$ cat src/wwdt_params.svh
// Constants of the windowed watchdog: offsets, fields, reset values, counts.
// Included by the package and by the top; definitions only.
`ifndef WWDT_PARAMS_SVH
`define WWDT_PARAMS_SVH

// ********************
// Register offsets
// ********************
`define WWDT_OFS_RCTL     32'h0000_0000
`define WWDT_OFS_CFG      32'h0000_0004
`define WWDT_OFS_STAT     32'h0000_0008
`define WWDT_OFS_MASK     32'h0000_000C

// ********************
// Reset control fields
// ********************
`define WWDT_RC_SOFT_EN   5
`define WWDT_RC_TIMEOUT   4
`define WWDT_RC_SLEEP     3
`define WWDT_RC_IDLE      2

// ********************
// Config word fields
// ********************
`define WWDT_CF_POST_LO   0
`define WWDT_CF_POST_HI   3
`define WWDT_CF_PRE       4
`define WWDT_CF_WINDOW_DISABLE    6
`define WWDT_CF_HARD_EN   7
`define WWDT_CF_WIN_LO    8
`define WWDT_CF_WIN_HI    9
`define WWDT_CF_RESET     10'h0_0C0

// ********************
// Status and mask bits
// ********************
`define WWDT_ST_TIMEOUT   0
`define WWDT_ST_FAULT     1
`define WWDT_ST_WAKE      2
`define WWDT_ST_W         3

// ********************
// Counter limits
// ********************
`define WWDT_PRE_LAST5    7'h1F
`define WWDT_PRE_LAST7    7'h7F

`endif

$ cat src/wwdt_pkg.sv
// Types of the windowed watchdog: power mode and the packed state record.
// Assumes the constant header sits beside it on the include path.
`include "wwdt_params.svh"

package wwdt_pkg;

	typedef enum logic [1:0] {
		WWDT_RUN,
		WWDT_SLEEP,
		WWDT_IDLE
	} wwdt_pm_t;

	typedef struct packed {
		logic              osc_s1;
		logic              osc_s2;
		logic              osc_s3;
		logic [6:0]        pre_cnt;
		logic [15:0]       post_cnt;
		logic              soft_en;
		logic              to_flag;
		logic              sleep_flag;
		logic              idle_flag;
		logic [9:0]        cfg;
		wwdt_pm_t          pm;
		logic [`WWDT_ST_W-1:0] stat;
		logic [`WWDT_ST_W-1:0] mask;
		logic              ack;
		logic [31:0]       rdata;
		logic              rst_pulse;
		logic              wake_pulse;
	} wwdt_state_t;

endpackage

$ cat src/wwdt_top.sv
// Windowed watchdog timer with classic Wishbone register slave.
// Assumes core strobes arrive on clk_in; the RC oscillator arrives as a raw pin.
//
// Behaviour
// - Counter runs from RC oscillator; enable powers it
// - Prescaler divides by 32 or 128
// - Postscaler 4-bit select, 1:1 to 1:32768
// - Any device reset clears all counts
// - Clock switch completion clears all counts
// - Entering sleep or idle clears all counts
// - Leaving sleep or idle clears all counts
// - Clear instruction clears counts; software repeats it
// - Counting continues in sleep and idle
// - Timeout in sleep or idle wakes core
// - Hard enable forces watchdog on
// - Otherwise soft enable bit gates watchdog
// - Device reset clears soft enable
// - Timeout flag sticky until software clears
// - Window disable zero selects windowed mode
`timescale 1ns/1ns
`default_nettype none
`include "wwdt_params.svh"

module wwdt_top (
	input  wire logic        clk_in,
	input  wire logic        arst_n_in,
	input  wire logic        low_power_rc_osc_in,
	input  wire logic        wd_clear_instr_in,
	input  wire logic        power_save_instr_in,
	input  wire logic        power_save_idle_in,
	input  wire logic        wake_event_in,
	input  wire logic        clk_switch_done_in,
	input  wire logic        sys_reset_in,
	input  wire logic        wb_cyc_in,
	input  wire logic        wb_stb_in,
	input  wire logic        wb_we_in,
	input  wire logic [31:0] wb_adr_in,
	input  wire logic [3:0]  wb_sel_in,
	input  wire logic [31:0] wb_dat_in,
	output logic      [31:0] wb_dat_out,
	output logic             wb_ack_out,
	output logic             irq_out,
	output logic             low_power_rc_osc_en_out,
	output logic             device_reset_out,
	output logic             wake_out,
	output wwdt_pkg::wwdt_pm_t power_mode_out
);
	import wwdt_pkg::*;

	wwdt_state_t q;
	wwdt_state_t d;

	logic        enabled;
	logic        osc_tick;
	logic [6:0]  pre_last;
	logic [16:0] period;
	logic [15:0] post_last;
	logic [16:0] closed;
	logic        run;
	logic        timeout;
	logic        clr_hit;
	logic        fault;
	logic        dev_rst;
	logic        zero_cnt;
	logic        bus_req;
	logic        wr_lo;
	logic        wr_hi;
	logic        rd_stat;
	logic [2:0]  ev;

	// ********************
	// Derived terms
	// ********************
	assign enabled  = q.cfg[`WWDT_CF_HARD_EN] | q.soft_en;
	assign osc_tick = q.osc_s2 & ~q.osc_s3;
	assign pre_last = q.cfg[`WWDT_CF_PRE] ? `WWDT_PRE_LAST7 : `WWDT_PRE_LAST5;
	assign period   = 17'h0_0001 << q.cfg[`WWDT_CF_POST_HI:`WWDT_CF_POST_LO];
	assign post_last = 16'(period - 17'h0_0001);
	assign run      = (q.pm == WWDT_RUN);
	assign bus_req  = wb_cyc_in & wb_stb_in & ~q.ack;
	assign wr_lo    = bus_req & wb_we_in & wb_sel_in[0];
	assign wr_hi    = bus_req & wb_we_in & wb_sel_in[1];
	assign rd_stat  = bus_req & ~wb_we_in & (wb_adr_in == `WWDT_OFS_STAT);

	// Closed part of the period, on the postscaler count
	always_comb begin
		unique case (q.cfg[`WWDT_CF_WIN_HI:`WWDT_CF_WIN_LO])
			2'h0: closed = period - (period >> 2);
			2'h1: closed = period - (period >> 2) - (period >> 3);
			2'h2: closed = period >> 1;
			2'h3: closed = period >> 2;
		endcase
	end

	// A clear on the terminal tick wins, so feeding just in time never causes a timeout reset
	assign timeout = enabled & osc_tick & (q.pre_cnt == pre_last) & (q.post_cnt == post_last) & ~clr_hit;
	assign clr_hit = wd_clear_instr_in & run;
	assign fault   = clr_hit & enabled & ~q.cfg[`WWDT_CF_WINDOW_DISABLE] & ({1'b0, q.post_cnt} < closed);
	assign dev_rst = sys_reset_in | (timeout & run) | fault;

	// ********************
	// Next state
	// ********************
	always_comb begin
		d = q;
		d.osc_s1 = low_power_rc_osc_in;
		d.osc_s2 = q.osc_s1;
		d.osc_s3 = q.osc_s2;
		d.rst_pulse  = 1'b0;
		d.wake_pulse = 1'b0;
		d.ack = bus_req;
		ev = 3'h0;
		zero_cnt = 1'b0;

		// Counts keep going in every power mode
		if (enabled && osc_tick) begin
			if (q.pre_cnt == pre_last) begin
				d.pre_cnt = 7'h00;
				d.post_cnt = (q.post_cnt == post_last) ? 16'h0000 : q.post_cnt + 16'h0001;
			end else begin
				d.pre_cnt = q.pre_cnt + 7'h01;
			end
		end

		// Bus read data, unmapped offsets read zero
		if (bus_req && !wb_we_in) begin
			unique case (wb_adr_in)
				`WWDT_OFS_RCTL: d.rdata = {26'h0, q.soft_en, q.to_flag, q.sleep_flag, q.idle_flag, 2'h0};
				`WWDT_OFS_CFG:  d.rdata = {22'h0, q.cfg};
				`WWDT_OFS_STAT: d.rdata = {29'h0, q.stat};
				`WWDT_OFS_MASK: d.rdata = {29'h0, q.mask};
				default:        d.rdata = 32'h0000_0000;
			endcase
		end

		// Bus writes come first so hardware sets below win
		if (wr_lo) begin
			unique case (wb_adr_in)
				`WWDT_OFS_RCTL: begin
					d.soft_en    = wb_dat_in[`WWDT_RC_SOFT_EN];
					d.to_flag    = wb_dat_in[`WWDT_RC_TIMEOUT];
					d.sleep_flag = wb_dat_in[`WWDT_RC_SLEEP];
					d.idle_flag  = wb_dat_in[`WWDT_RC_IDLE];
				end
				`WWDT_OFS_CFG:  d.cfg[7:0] = {wb_dat_in[7:6], 1'b0, wb_dat_in[4:0]};
				`WWDT_OFS_MASK: d.mask = wb_dat_in[`WWDT_ST_W-1:0];
				default: begin
				end
			endcase
		end
		if (wr_hi && wb_adr_in == `WWDT_OFS_CFG) begin
			d.cfg[9:8] = wb_dat_in[9:8];
		end

		if (clr_hit) begin
			zero_cnt = 1'b1;
		end
		if (clk_switch_done_in) begin
			zero_cnt = 1'b1;
		end

		// Power mode sequencing
		unique case (q.pm)
			WWDT_RUN: begin
				if (power_save_instr_in && !dev_rst) begin
					d.pm = power_save_idle_in ? WWDT_IDLE : WWDT_SLEEP;
					d.idle_flag  = d.idle_flag | power_save_idle_in;
					d.sleep_flag = d.sleep_flag | ~power_save_idle_in;
					zero_cnt = 1'b1;
				end
			end
			WWDT_SLEEP, WWDT_IDLE: begin
				if (timeout || wake_event_in) begin
					d.pm = WWDT_RUN;
					d.wake_pulse = 1'b1;
					zero_cnt = 1'b1;
					ev[`WWDT_ST_WAKE] = 1'b1;
				end
			end
			default: d.pm = WWDT_RUN;
		endcase

		if (timeout) begin
			d.to_flag = 1'b1;
			ev[`WWDT_ST_TIMEOUT] = 1'b1;
		end
		if (fault) begin
			ev[`WWDT_ST_FAULT] = 1'b1;
		end

		// A device reset outranks everything except the sticky flags
		if (dev_rst) begin
			d.rst_pulse = ~sys_reset_in;
			d.soft_en = 1'b0;
			d.pm = WWDT_RUN;
			d.wake_pulse = 1'b0;
			zero_cnt = 1'b1;
		end
		if (zero_cnt || !enabled) begin
			d.pre_cnt = 7'h00;
			d.post_cnt = 16'h0000;
		end

		// Read clears status, a same-cycle event survives
		d.stat = (rd_stat ? 3'h0 : q.stat) | ev;
	end

	always_ff @(posedge clk_in or negedge arst_n_in) begin
		if (!arst_n_in) begin
			q <= '0;
			q.cfg <= `WWDT_CF_RESET;
			q.pm <= WWDT_RUN;
		end else begin
			q <= d;
		end
	end

	// ********************
	// Outputs
	// ********************
	assign wb_dat_out = q.rdata;
	assign wb_ack_out = q.ack;
	assign irq_out = |(q.stat & q.mask);
	assign low_power_rc_osc_en_out = enabled;
	assign device_reset_out = q.rst_pulse;
	assign wake_out = q.wake_pulse;
	assign power_mode_out = q.pm;
endmodule
`default_nettype wire

$ cat config.mk
export PLATFORM = sky130hd
export DESIGN_NAME = wwdt_top
export DESIGN_NICKNAME = d
export VERILOG_FILES = /design/src/wwdt_pkg.sv /design/src/wwdt_top.sv
export VERILOG_INCLUDE_DIRS = /design/src /design/src/src
export SDC_FILE = /design/constraint.sdc
export NUM_CORES = 1
export LEC_CHECK = 0
export ABC_AREA = 1
export BUFFER_PORTS_ARGS = -buffer_cell sky130_fd_sc_hd__buf_2
export CAP_MARGIN = 20
export CORE_MARGIN = 5
export CORE_UTILIZATION = 52
export DETAILED_ROUTE_END_ITERATION = 10
export PLACE_DENSITY = 0.75
export SYNTH_ARGS = -nofsm -noshare
export SYNTH_HDL_FRONTEND = slang
export SYNTH_SLANG_ARGS = --single-unit
export TNS_END_PERCENT = 30
$ cat constraint.sdc
create_clock -name clk_in -period 14 [get_ports clk_in]
set_input_delay 2.8 -clock clk_in [delete_from_list [all_inputs] [get_ports clk_in]]
set_output_delay 2.8 -clock clk_in [all_outputs]
set_load 0.02 [all_outputs]
; Yosys cells after proc, flatten, opt, wreduce, memory -nomap -nowiden
; Index checks and enable logic that the tools add are counted.
[totals]
regBits = 82
latch_bits = 0
ramBits = 0
mem_bits_ro = 0
inputBits = 80
output_inout_bits = 39
word_cells = 125
memories = 0
[op_classes]
add_sub_neg = 5
mul = 0
div = 0
order_cmp = 1
eq_ne = 12
n_shift = 1
muxes = 31
n_bitwise = 31
reduce_logical = 26
[op_table]
columns = operator, n
row1 = 17-bit case mux with 4 select lines, 1
row2 = 32-bit by 4-bit == test with 1-bit output (second input constant), 2
row3 = 23-bit two-way mux, 2
row4 = 10-bit case mux with 4 select lines, 1
row5 = 32-bit by 3-bit == test with 1-bit output (second input constant), 1
row6 = 32-bit zero test, 1
row7 = 16-bit two-way mux, 2
row8 = 1-bit bitwise AND, 17
row9 = 16-bit by 17-bit < comparator with 1-bit output, 1
row10 = 1-bit by 4-bit << shifter with 17-bit output (first input constant), 1
row11 = 17-bit by 14-bit subtractor with 17-bit output, 1
row12 = 17-bit by 15-bit subtractor with 17-bit output, 1
row13 = 16-bit by 1-bit adder with 16-bit output (second input constant), 1
row14 = 16-bit == test, 1
row15 = 16-bit by 1-bit subtractor with 16-bit output (second input constant), 1
row16 = 2-bit two-way mux, 7
row17 = 7-bit two-way mux, 2
row18 = 2-bit AND reduction, 6
row19 = 2-bit nonzero test, 6
row20 = 1-bit two-way mux, 11
row21 = 4-bit two-way mux, 2
row22 = 7-bit by 1-bit adder with 7-bit output (second input constant), 1
row23 = 7-bit == test, 1
row24 = 1-bit inverter, 7
row25 = 16 further kinds, 30

; Depth between registers and ports, before layout
; Gate-level depths: netlist (run 1).
[depth]
word_depth = 17
mapped_depth = 42
depth_no_buf = 41

; Least setup slack after synthesis (run 1)
; Ideal clock, no wire load.
[synth_path]
kind = reg-to-reg
from = register q[43] (netlist name)
to = register q[57] (netlist name)
setup_time_ps = 122
arrival_ps = 4593
required_time_ps = 13878
setup_slack_ps = 9284
stages_incl_launch_ff = 42
n_path_buf = 2
period_less_slack_ps = 4716
path_cell_list = dfrtp_1 inv_1 buf_2 nand3_2 inv_2 ha_1 inv_1 fa_1 xor2_1 ha_1 nand2_1 nand2_1 a31oi_1 o21a_1 or2_2 nand2_1 nand2_1 nand2_1 [... 6 more ...] nand3_1 nor3_1 o21ai_1 nand2_1 nand2_1 nand2_1 nand2_1 nand2_1 nand2_1 nand2_1 nand2_1 nand2_2 nand3_1 nand2_1 nand2_1 nand2_2 buf_6 nor2_2
[synth_between]
elab_chain_cells = 16
word_cells_on_any_way = 28
classes_between = 3 x add/sub / 1 x order compare / 1 x eq/ne / 1 x shift / 9 x mux / 6 x bitwise / 7 x reduce/logical
[synth_lines]
columns = item, line
row1 = start: declaration, wwdt_top.sv:50  ; wwdt_state_t q;
row2 = 1-bit by 4-bit << shifter with 17-bit output (*), wwdt_top.sv:77  ; assign period = 17'h0_0001 << q.cfg[`WWDT_CF_POST_HI:`WWDT_CF_POST_LO];
row3 = branches (longest 15 deep; another with 17-bit by 15-bit subtractor with 17-bit output), -
; Mark *: on every way between the ends. The select of a mux whose other input is x is not followed.
; A chain may end at the register's enable or synchronous reset.

; Worst setup path in the final report (run 1)
[layout_path]
from = register q[46] (netlist name)
to = register q[79] (netlist name)
[layout_between]
elab_chain_cells = 15
word_cells_on_any_way = 23
classes_between = 3 x add/sub / 1 x order compare / 1 x eq/ne / 1 x shift / 6 x mux / 6 x bitwise / 5 x reduce/logical
[layout_lines]
columns = item, line
row1 = 1-bit by 4-bit << shifter with 17-bit output (*), wwdt_top.sv:77
row2 = branches (longest 11 deep; another with 17-bit by 15-bit subtractor with 17-bit output), -
row3 = 1-bit two-way mux (*), wwdt_top.sv:192  ; if (dev_rst) begin
row4 = 1-bit logical OR (*), wwdt_top.sv:199  ; if (zero_cnt || !enabled) begin
row5 = 23-bit two-way mux or 2-bit nonzero test (tied branches), -
; Mark *: on every way between the ends.

==> reports/results.tsv, run 1 <==
metric	value	unit
synth_seq_area_share	0.2468	
path_clk_slew	0.06	ns
r2r-end	q[79]$_DFFE_PN0P_	
cts_tree	built	
ioPinCount	119	
hp-start	d[81]$_DFF_PN0_	
synthAdderAreaFrac	0.1175	
grt_max_degree	61	
holdCritPathClass	register to register	
start_util	0.5314	
wl	15850	um
synthArstFlopShare	1.000	
ys.flop_type	dfrtp_1	
io_buffers	72	
max_freq	157.8	MHz
cp_slowest_cell	dfrtp_1	
crit_family	simple AND/OR/NAND/NOR gates	
finalCriticalPeriod	6.336	ns
overflow	0	
hold_viol_final	0	
drc	0	
ys_ff_latch	60	
synth-compound-area-share	0.1292	
post-place-ws	7.770	ns
first_global_vias	5565	
power.leakage	3.460	nW
start_kind	register	
core_area	11470	sq um
synth_edf_count	0	
min_path_cells	0	
p_total	0.0004318	W
fin_area	6698	sq um
worstMarginPinSlew	0.9636	ns
synth_xor_area_frac	0.04887	
reg2reg_depth	36	
grt.total_usage	0.2265	
clock_sinks	60	
cts_made_buffers	9	
synthesis.area	6093	sq um
arrival	6.58	ns
die_y	118.3	um
r2r-start	q[46]$_DFFE_PN0P_	
yosysTopAreaCell	dfrtp_1	
layout-drive-gt1-share	0.1491	
finalCritPeriodShare	0.4526	
antenna_found_initial	0	
cts-root-buf	clkbuf_16	
insertion_delay	0.33	ns
avgSynthCellArea	6.748	sq um
die_w	118.3	um
drv_slew	0	
rrSetupSlack	7.66	ns
fillers	1115	
holdBufCountCts	0	
via_per_inst	5.376	
fin_ws	7.664	ns
wire_per_inst	14.29	um
slew_headroom	0.3517	
syn_to_final_growth	9.918	%
routabilityCongestion	0.9327	
cp_max_fo	23	
fin_nets	1097	
antenna_cells	0	
synth_top_family_by_area	simple AND/OR/NAND/NOR gates	
crit_type	register to register	
maxCapViolations	0	
first_pass_iters	5	
post-cts-setup-buffer-count	0	
finalSetupViolCount	0	
fin_worst_skew	0.006912	ns
drtIter0Drc	377	
h-tree-depth	3	
min_to	d[80]$_DFF_PN0_	
final_antenna_net_count	0	
synth_top_area_share	0.2382	
place_area	6395	sq um
required	14.24	ns
powerDensity	64.47	nW/um^2
worstSetupEndpointType	register	
hpwl	12520	um
path_buf_inv	3	
clockBufferDepth	2	
yosys.area_share.simple	0.3117	
cts_resized	0	
ys_top_cells_by_area	dfrtp_1 24%, nand2_1 13%, ha_1 11%, inv_1 8.0%, o21ai_0 5.1%	
grt_first_pass_wirelength	26520	um
syn_inst	903	
rsz0062_at_grt	no	
vias	5962	
finalSetupTns	0	ns
final_util	0.5841	
slowest_delay	0.57	ns
status	finished, final reports clean	
num_rows	39	
worst_path_most_repeated_cell	nand2_1	
synthDistinctLibCells	47	
ir_drop	0.08481	mV
yosys_warnings	0	
muxShareOfSynthArea	0.009035	
die_area	13980	sq um
-- kinds of logic after synthesis --
kind of cell,after synthesis
simple gates,424
xor+xnor,34
mux,5
fa+ha+maj,56
flops,60
buf+inv,182
other cells,1
compound gates,141
-- cell type report --
cell class / instances / area (sq um) / share of cell area
flip-flops and latches: 60 / 1504 / 0.2245
repair buffers: 73 / 367.9 / 0.05492
clock buffers: 10 / 239.0 / 0.03568
inverters: 135 / 506.7 / 0.07566
clock inverters: 6 / 63.81 / 0.009527
well taps: 143 / 178.9 / 0.02671
multi-input cells: 682 / 3837 / 0.5729
-- synthesized netlist by cell type (27+ instances only) --
cell type,count
nor2_1,70
nand3_1,59
nor2_2,28
xor2_1,27
a21oi_1,44
o21ai_0,62
dfrtp_1,58
inv_1,130
nand2_1,205
buf_4,34
ha_1,54
-- worst reg2reg max path, delay by kind of cell, from the launching register on --
kind / cells / cell delay, ns
AOI/OAI and AO/OA: 6 / 0.75
DFF: 1 / 0.57
and+or+nand+nor: 23 / 2.92
adders and majority gates: 3 / 1.07
buffers and inverters: 3 / 0.70
xor gates and xnor gates: 1 / 0.22
-- layer usage --
layer  vias up  global-route usage  routed length, um
met5         -                   0                  0
met4         0             0.06667                299
met3        25             0.03868                936
met2       195              0.3639               7361
met1      2712              0.3136               7253
li1       3030                   -                  -
-- registers in the layout, indices dropped and copies added, names as in the netlist --
signal / cells
q: 43
wb_dat_out: 10
d: 2
power_mode_out: 2
device_reset_out: 1
wake_out: 1
wb_ack_out: 1
-- worst max path at each step --
stage                     depth (start not counted)  slack [ns]              start                 to
final                                            36        7.66  q[46]$_DFFE_PN0P_  q[79]$_DFFE_PN0P_
after global routing                             38        7.01  q[46]$_DFFE_PN0P_  q[79]$_DFFE_PN0P_
after CTS                                        35        7.71  q[46]$_DFFE_PN0P_  q[79]$_DFFE_PN0P_
after detailed placement                         35        7.77  q[46]$_DFFE_PN0P_  q[79]$_DFFE_PN0P_
after global placement                           36        7.90  q[46]$_DFFE_PN0P_  q[73]$_DFFE_PN0P_
after floorplan                                  41        9.28  q[43]$_DFFE_PN0P_  q[57]$_DFFE_PN0P_
-- power breakdown --
group          switching (W)  internal, W  leakage [nW]   total, W
Sequential        0.00000144     0.000176         0.788   0.000177
Combinational      0.0000221    0.0000105          2.53  0.0000327
Clock              0.0000799     0.000142         0.144   0.000222
Total               0.000103     0.000328          3.46   0.000432
-- placed cells by master (no fill, tap or decap), drive strengths merged --
| master | netlist | final |
|---|---|---|
| dfstp | 2 | 2 |
| o22ai | 9 | 9 |
| mux2i | 1 | 1 |
| nand3 | 60 | 60 |
| xor2 | 27 | 27 |
| a21o | 2 | 2 |
| nor4 | 9 | 9 |
| bufinv | 0 | 1 |
| or2 | 4 | 4 |
| a21oi | 45 | 45 |
| nand4 | 15 | 15 |
| o32ai | 3 | 3 |
| o211ai | 1 | 1 |
| clkbuf | 7 | 10 |
| mux2 | 4 | 4 |
| ha | 54 | 54 |
| xnor2 | 7 | 7 |
| nand3b | 6 | 6 |
| or3 | 1 | 1 |
| and2 | 1 | 1 |
| o21a | 2 | 2 |
| a31o | 1 | 1 |
| a221oi | 6 | 6 |
| conb | 1 | 22 |
| o31ai | 3 | 3 |
| nand2 | 212 | 212 |
| inv | 134 | 134 |
| clkinv | 1 | 4 |
| a31oi | 3 | 3 |
| buf | 40 | 73 |
| dfrtp | 58 | 58 |
| nor3 | 15 | 15 |
| and3 | 2 | 2 |
| fa | 2 | 2 |
| o21ai | 64 | 64 |
| nor2 | 99 | 99 |
| a211oi | 2 | 2 |
| clkinvlp | 0 | 2 |
-- through the flow --
step / instances / hold slack (ns)
3_5_place_dp: 1093 / 0.3490
6_report: 1109 / 0.3592
3_3_place_gp: 1093 / 0.3374
4_1_cts: 1109 / 0.3617
2_1_floorplan: 924 / 0.3312
5_1_grt: 1109 / 0.3758
No activity file was read; power rests on OpenSTA's default activity.
==> inputs of run 2 (changes only) <==
--- a/config.mk
+++ b/config.mk
@@ -6,13 +6,13 @@
 export SDC_FILE = /design/constraint.sdc
 export NUM_CORES = 1
 export LEC_CHECK = 0
-export ABC_AREA = 1
+export ABC_AREA = 0
 export BUFFER_PORTS_ARGS = -buffer_cell sky130_fd_sc_hd__buf_2
 export CAP_MARGIN = 20
 export CORE_MARGIN = 5
 export CORE_UTILIZATION = 52
 export DETAILED_ROUTE_END_ITERATION = 10
-export PLACE_DENSITY = 0.75
+export PLACE_DENSITY = 0.78
 export SYNTH_ARGS = -nofsm -noshare
 export SYNTH_HDL_FRONTEND = slang
 export SYNTH_SLANG_ARGS = --single-unit
==> constraint.sdc (replaced) <==
create_clock -name clk_in -period 5.1 [get_ports clk_in]
set_input_delay 1.02 -clock clk_in [delete_from_list [all_inputs] [get_ports clk_in]]
set_output_delay 1.02 -clock clk_in [all_outputs]
set_load 0.02 [all_outputs]
==> reports/results.tsv, run 2 <==
metric	value	unit
fin_worst_skew	0.007976	ns
p_int	0.0008935	W
cp_slowest_cell	dfrtp_1	
hpwl	14020	um
cts-root-buf	clkbuf_16	
syn_to_final_growth	32.53	%
switching_share	0.2432	
syn_inst	710	
final_common_cell	buf_4	
vias	6213	
p_seq_frac	0.408	
synth_most_common_cell	nand2_1	
startpoint	q[46]$_DFFE_PN0P_	
routabilityCongestion	1.011	
use_met3	0.04325	
maxCapViolations	0	
yosys_warnings	0	
clockBufferDepth	2	
avgSynthCellArea	8.543	sq um
synthesis.area	6066	sq um
hold_viol_final	0	
rsz0062_at_grt	yes	
overflow	0	
path_clk_slew	0.06	ns
final_antenna_net_count	0	
post-place-ws	-0.7881	ns
grt_use_met2	0.4455	
max_freq	175.1	MHz
comb_power_share	0.067	
first_pass_iters	5	
wire_per_inst	18.42	um
r2r-start	q[46]$_DFFE_PN0P_	
num_rows	39	
finalSetupViolCount	30	
worstSetupEndpointType	register	
synth_top_area_share	0.2393	
largest_reg_flops	43	
die_w	118.0	um
synthTopCellsByCount	85 x nand2_1, 58 x dfrtp_1, 54 x ha_1	
ir_drop	0.2442	mV
cts_tree	built	
drc	0	
drtIter0Drc	567	
crit_type	register to register	
wl	18920	um
synth_seq_area_share	0.2479	
worstMarginPinSlew	0.7835	ns
clock_sinks	60	
ys_top_cells_by_area	dfrtp_1 24%, ha_1 11%, nand2_1 5.3%, buf_4 4.2%, xnor2_1 4.0%	
powerDensity	146.9	nW/um^2
grt_first_pass_wirelength	30460	um
holdBufCountCts	0	
status	finished, violations left	
power.leakage	3.821	nW
top_usage_layer	met2	
final_cell_mix	115 x buf_4, 79 x nand2_1, 72 x buf_2	
grt_max_degree	61	
holdCritPathClass	register to register	
io_buffers	72	
fin_nets	1015	
cts_made_buffers	9	
grt.total_usage	0.2629	
layout-drive-gt1-share	0.3767	
synthArstFlopShare	1.000	
synthDistinctLibCells	77	
reg2reg_depth	27	
finalCritPeriodShare	1.120	
slowest_delay	0.42	ns
antenna_cells	0	
arrival	5.95	ns
failed_checks	negative setup slack	
place_area	7308	sq um
regMostFlops	q	
insertion_delay	0.32	ns
p_switching	0.0002871	W
die_area	13930	sq um
ys_ff_latch	60	
finalSetupTns	-14.30	ns
h-tree-depth	3	
r2r-end	q[60]$_DFFE_PN0P_	
cp_max_fo	6	
final_util	0.7040	
slew_headroom	0.4737	
p_clk_frac	0.525	
fin_area	8039	sq um
via_per_inst	6.050	
core_area	11420	sq um
finalCriticalPeriod	5.711	ns
ys.flop_type	dfrtp_1	
worstSetupEndpoint	q[60]$_DFFE_PN0P_	
yosysTopAreaCell	dfrtp_1	
drv_slew	0	
fin_ws	-0.6114	ns
use_met1	0.3265	
ioPinCount	119	
rrSetupSlack	-0.61	ns
start_util	0.5312	
first_global_vias	6199	
required	5.34	ns
start_kind	register	
antenna_found_initial	0	
die_y	118.0	um
synth_edf_count	0	
run 2: cell types whose count changed in the layout (fill, tap and decap cells not counted), sizes merged, moves of 12 or more:
cell    previous run  this run
o21ai             64        32
nand3             60        21
buf               73       196
inv              134        35
a21o               2        14
nor2              99        36
and3               2        16
a211oi             2        17
xnor2              7        28
nand2            212        85
nor3              15        31
run 2: cell type report:
class                      instances  area [sq um]
multi-input combinational        579          4544
fill                             830          3379
sequential                        60          1508
timing repair buffer             197          1379
clock buffer                       9         225.2
tap                              143         178.9
inverter                          32         120.1
clock inverter                     7         83.83
run 2: kinds of logic (layout without fill, tap and decap cells):
kind of cell,count (synthesis),after routing,share of synthesized area
and+or+nand+nor,259,259,0.2312
muxes,24,24,0.04889
xor gates and xnor gates,55,55,0.08168
other,1,22,0.0006182
adders and majority gates,56,56,0.1180
buffers and inverters,92,245,0.08333
DFF,60,60,0.2479
AOI/OAI and AO/OA,163,163,0.1883
run 2: power by group through the flow:
stage | Clock (W) | Sequential (W) | Combinational [W]
after detailed placement | 0 | 0.000491 | 0.0000776
after global placement | 0 | 0.000491 | 0.0000751
after floorplan | 0 | 0.000492 | 0.0000510
after CTS | 0.000626 | 0.000482 | 0.0000781
final | 0.000620 | 0.000482 | 0.0000787
after global routing | 0.000654 | 0.000483 | 0.0000867
run 2: worst max-delay path, delay by kind of cell (launching register included):
family | cells | cell delay [ns]
AO/OA/AOI/OAI | 12 | 2.37
flip-flops | 1 | 0.42
AND/OR/NAND/NOR | 7 | 1.12
XOR/XNOR | 1 | 0.19
buffers and inverters | 4 | 0.76
adder cells (fa/ha/maj) | 3 | 0.78
run 2: through the flow:
stage / power [W] / hold WS, ns / cells
5_1_grt: 0.001223 / 0.3775 / 1027
3_5_place_dp: 0.0005683 / 0.3443 / 997
3_3_place_gp: 0.0005658 / 0.3394 / 997
2_1_floorplan: 0.0005430 / 0.3312 / 731
6_report: 0.001181 / 0.3543 / 1027
4_1_cts: 0.001186 / 0.3580 / 1023
run 2: worst min path at each step:
stage	start	endpoint	slack (ns)	cells after the start
4_1_cts	d[81]$_DFF_PN0_	d[80]$_DFF_PN0_	0.36	0
3_5_place_dp	d[81]$_DFF_PN0_	d[80]$_DFF_PN0_	0.34	0
6_report	d[81]$_DFF_PN0_	d[80]$_DFF_PN0_	0.35	0
3_3_place_gp	d[81]$_DFF_PN0_	d[80]$_DFF_PN0_	0.34	0
5_1_grt	d[81]$_DFF_PN0_	d[80]$_DFF_PN0_	0.38	0
2_1_floorplan	d[81]$_DFF_PN0_	d[80]$_DFF_PN0_	0.33	0
run 2: metal layers:
metal  share of wire  up-vias  routed length, um
met1            0.40     3014               7567
met5               0        -                  0
met3           0.064       64               1204
met2            0.50      254               9425
li1                -     2881                  -
met4           0.038        0                723
run 2: timing repair:
item / CTS / global route
gates cloned: 1 / 0
pin swaps: 33 / 5
endpoints found under the setup margin: 31 / 31
setup buffers: 9 / 4
gates resized for setup: 44 / 19
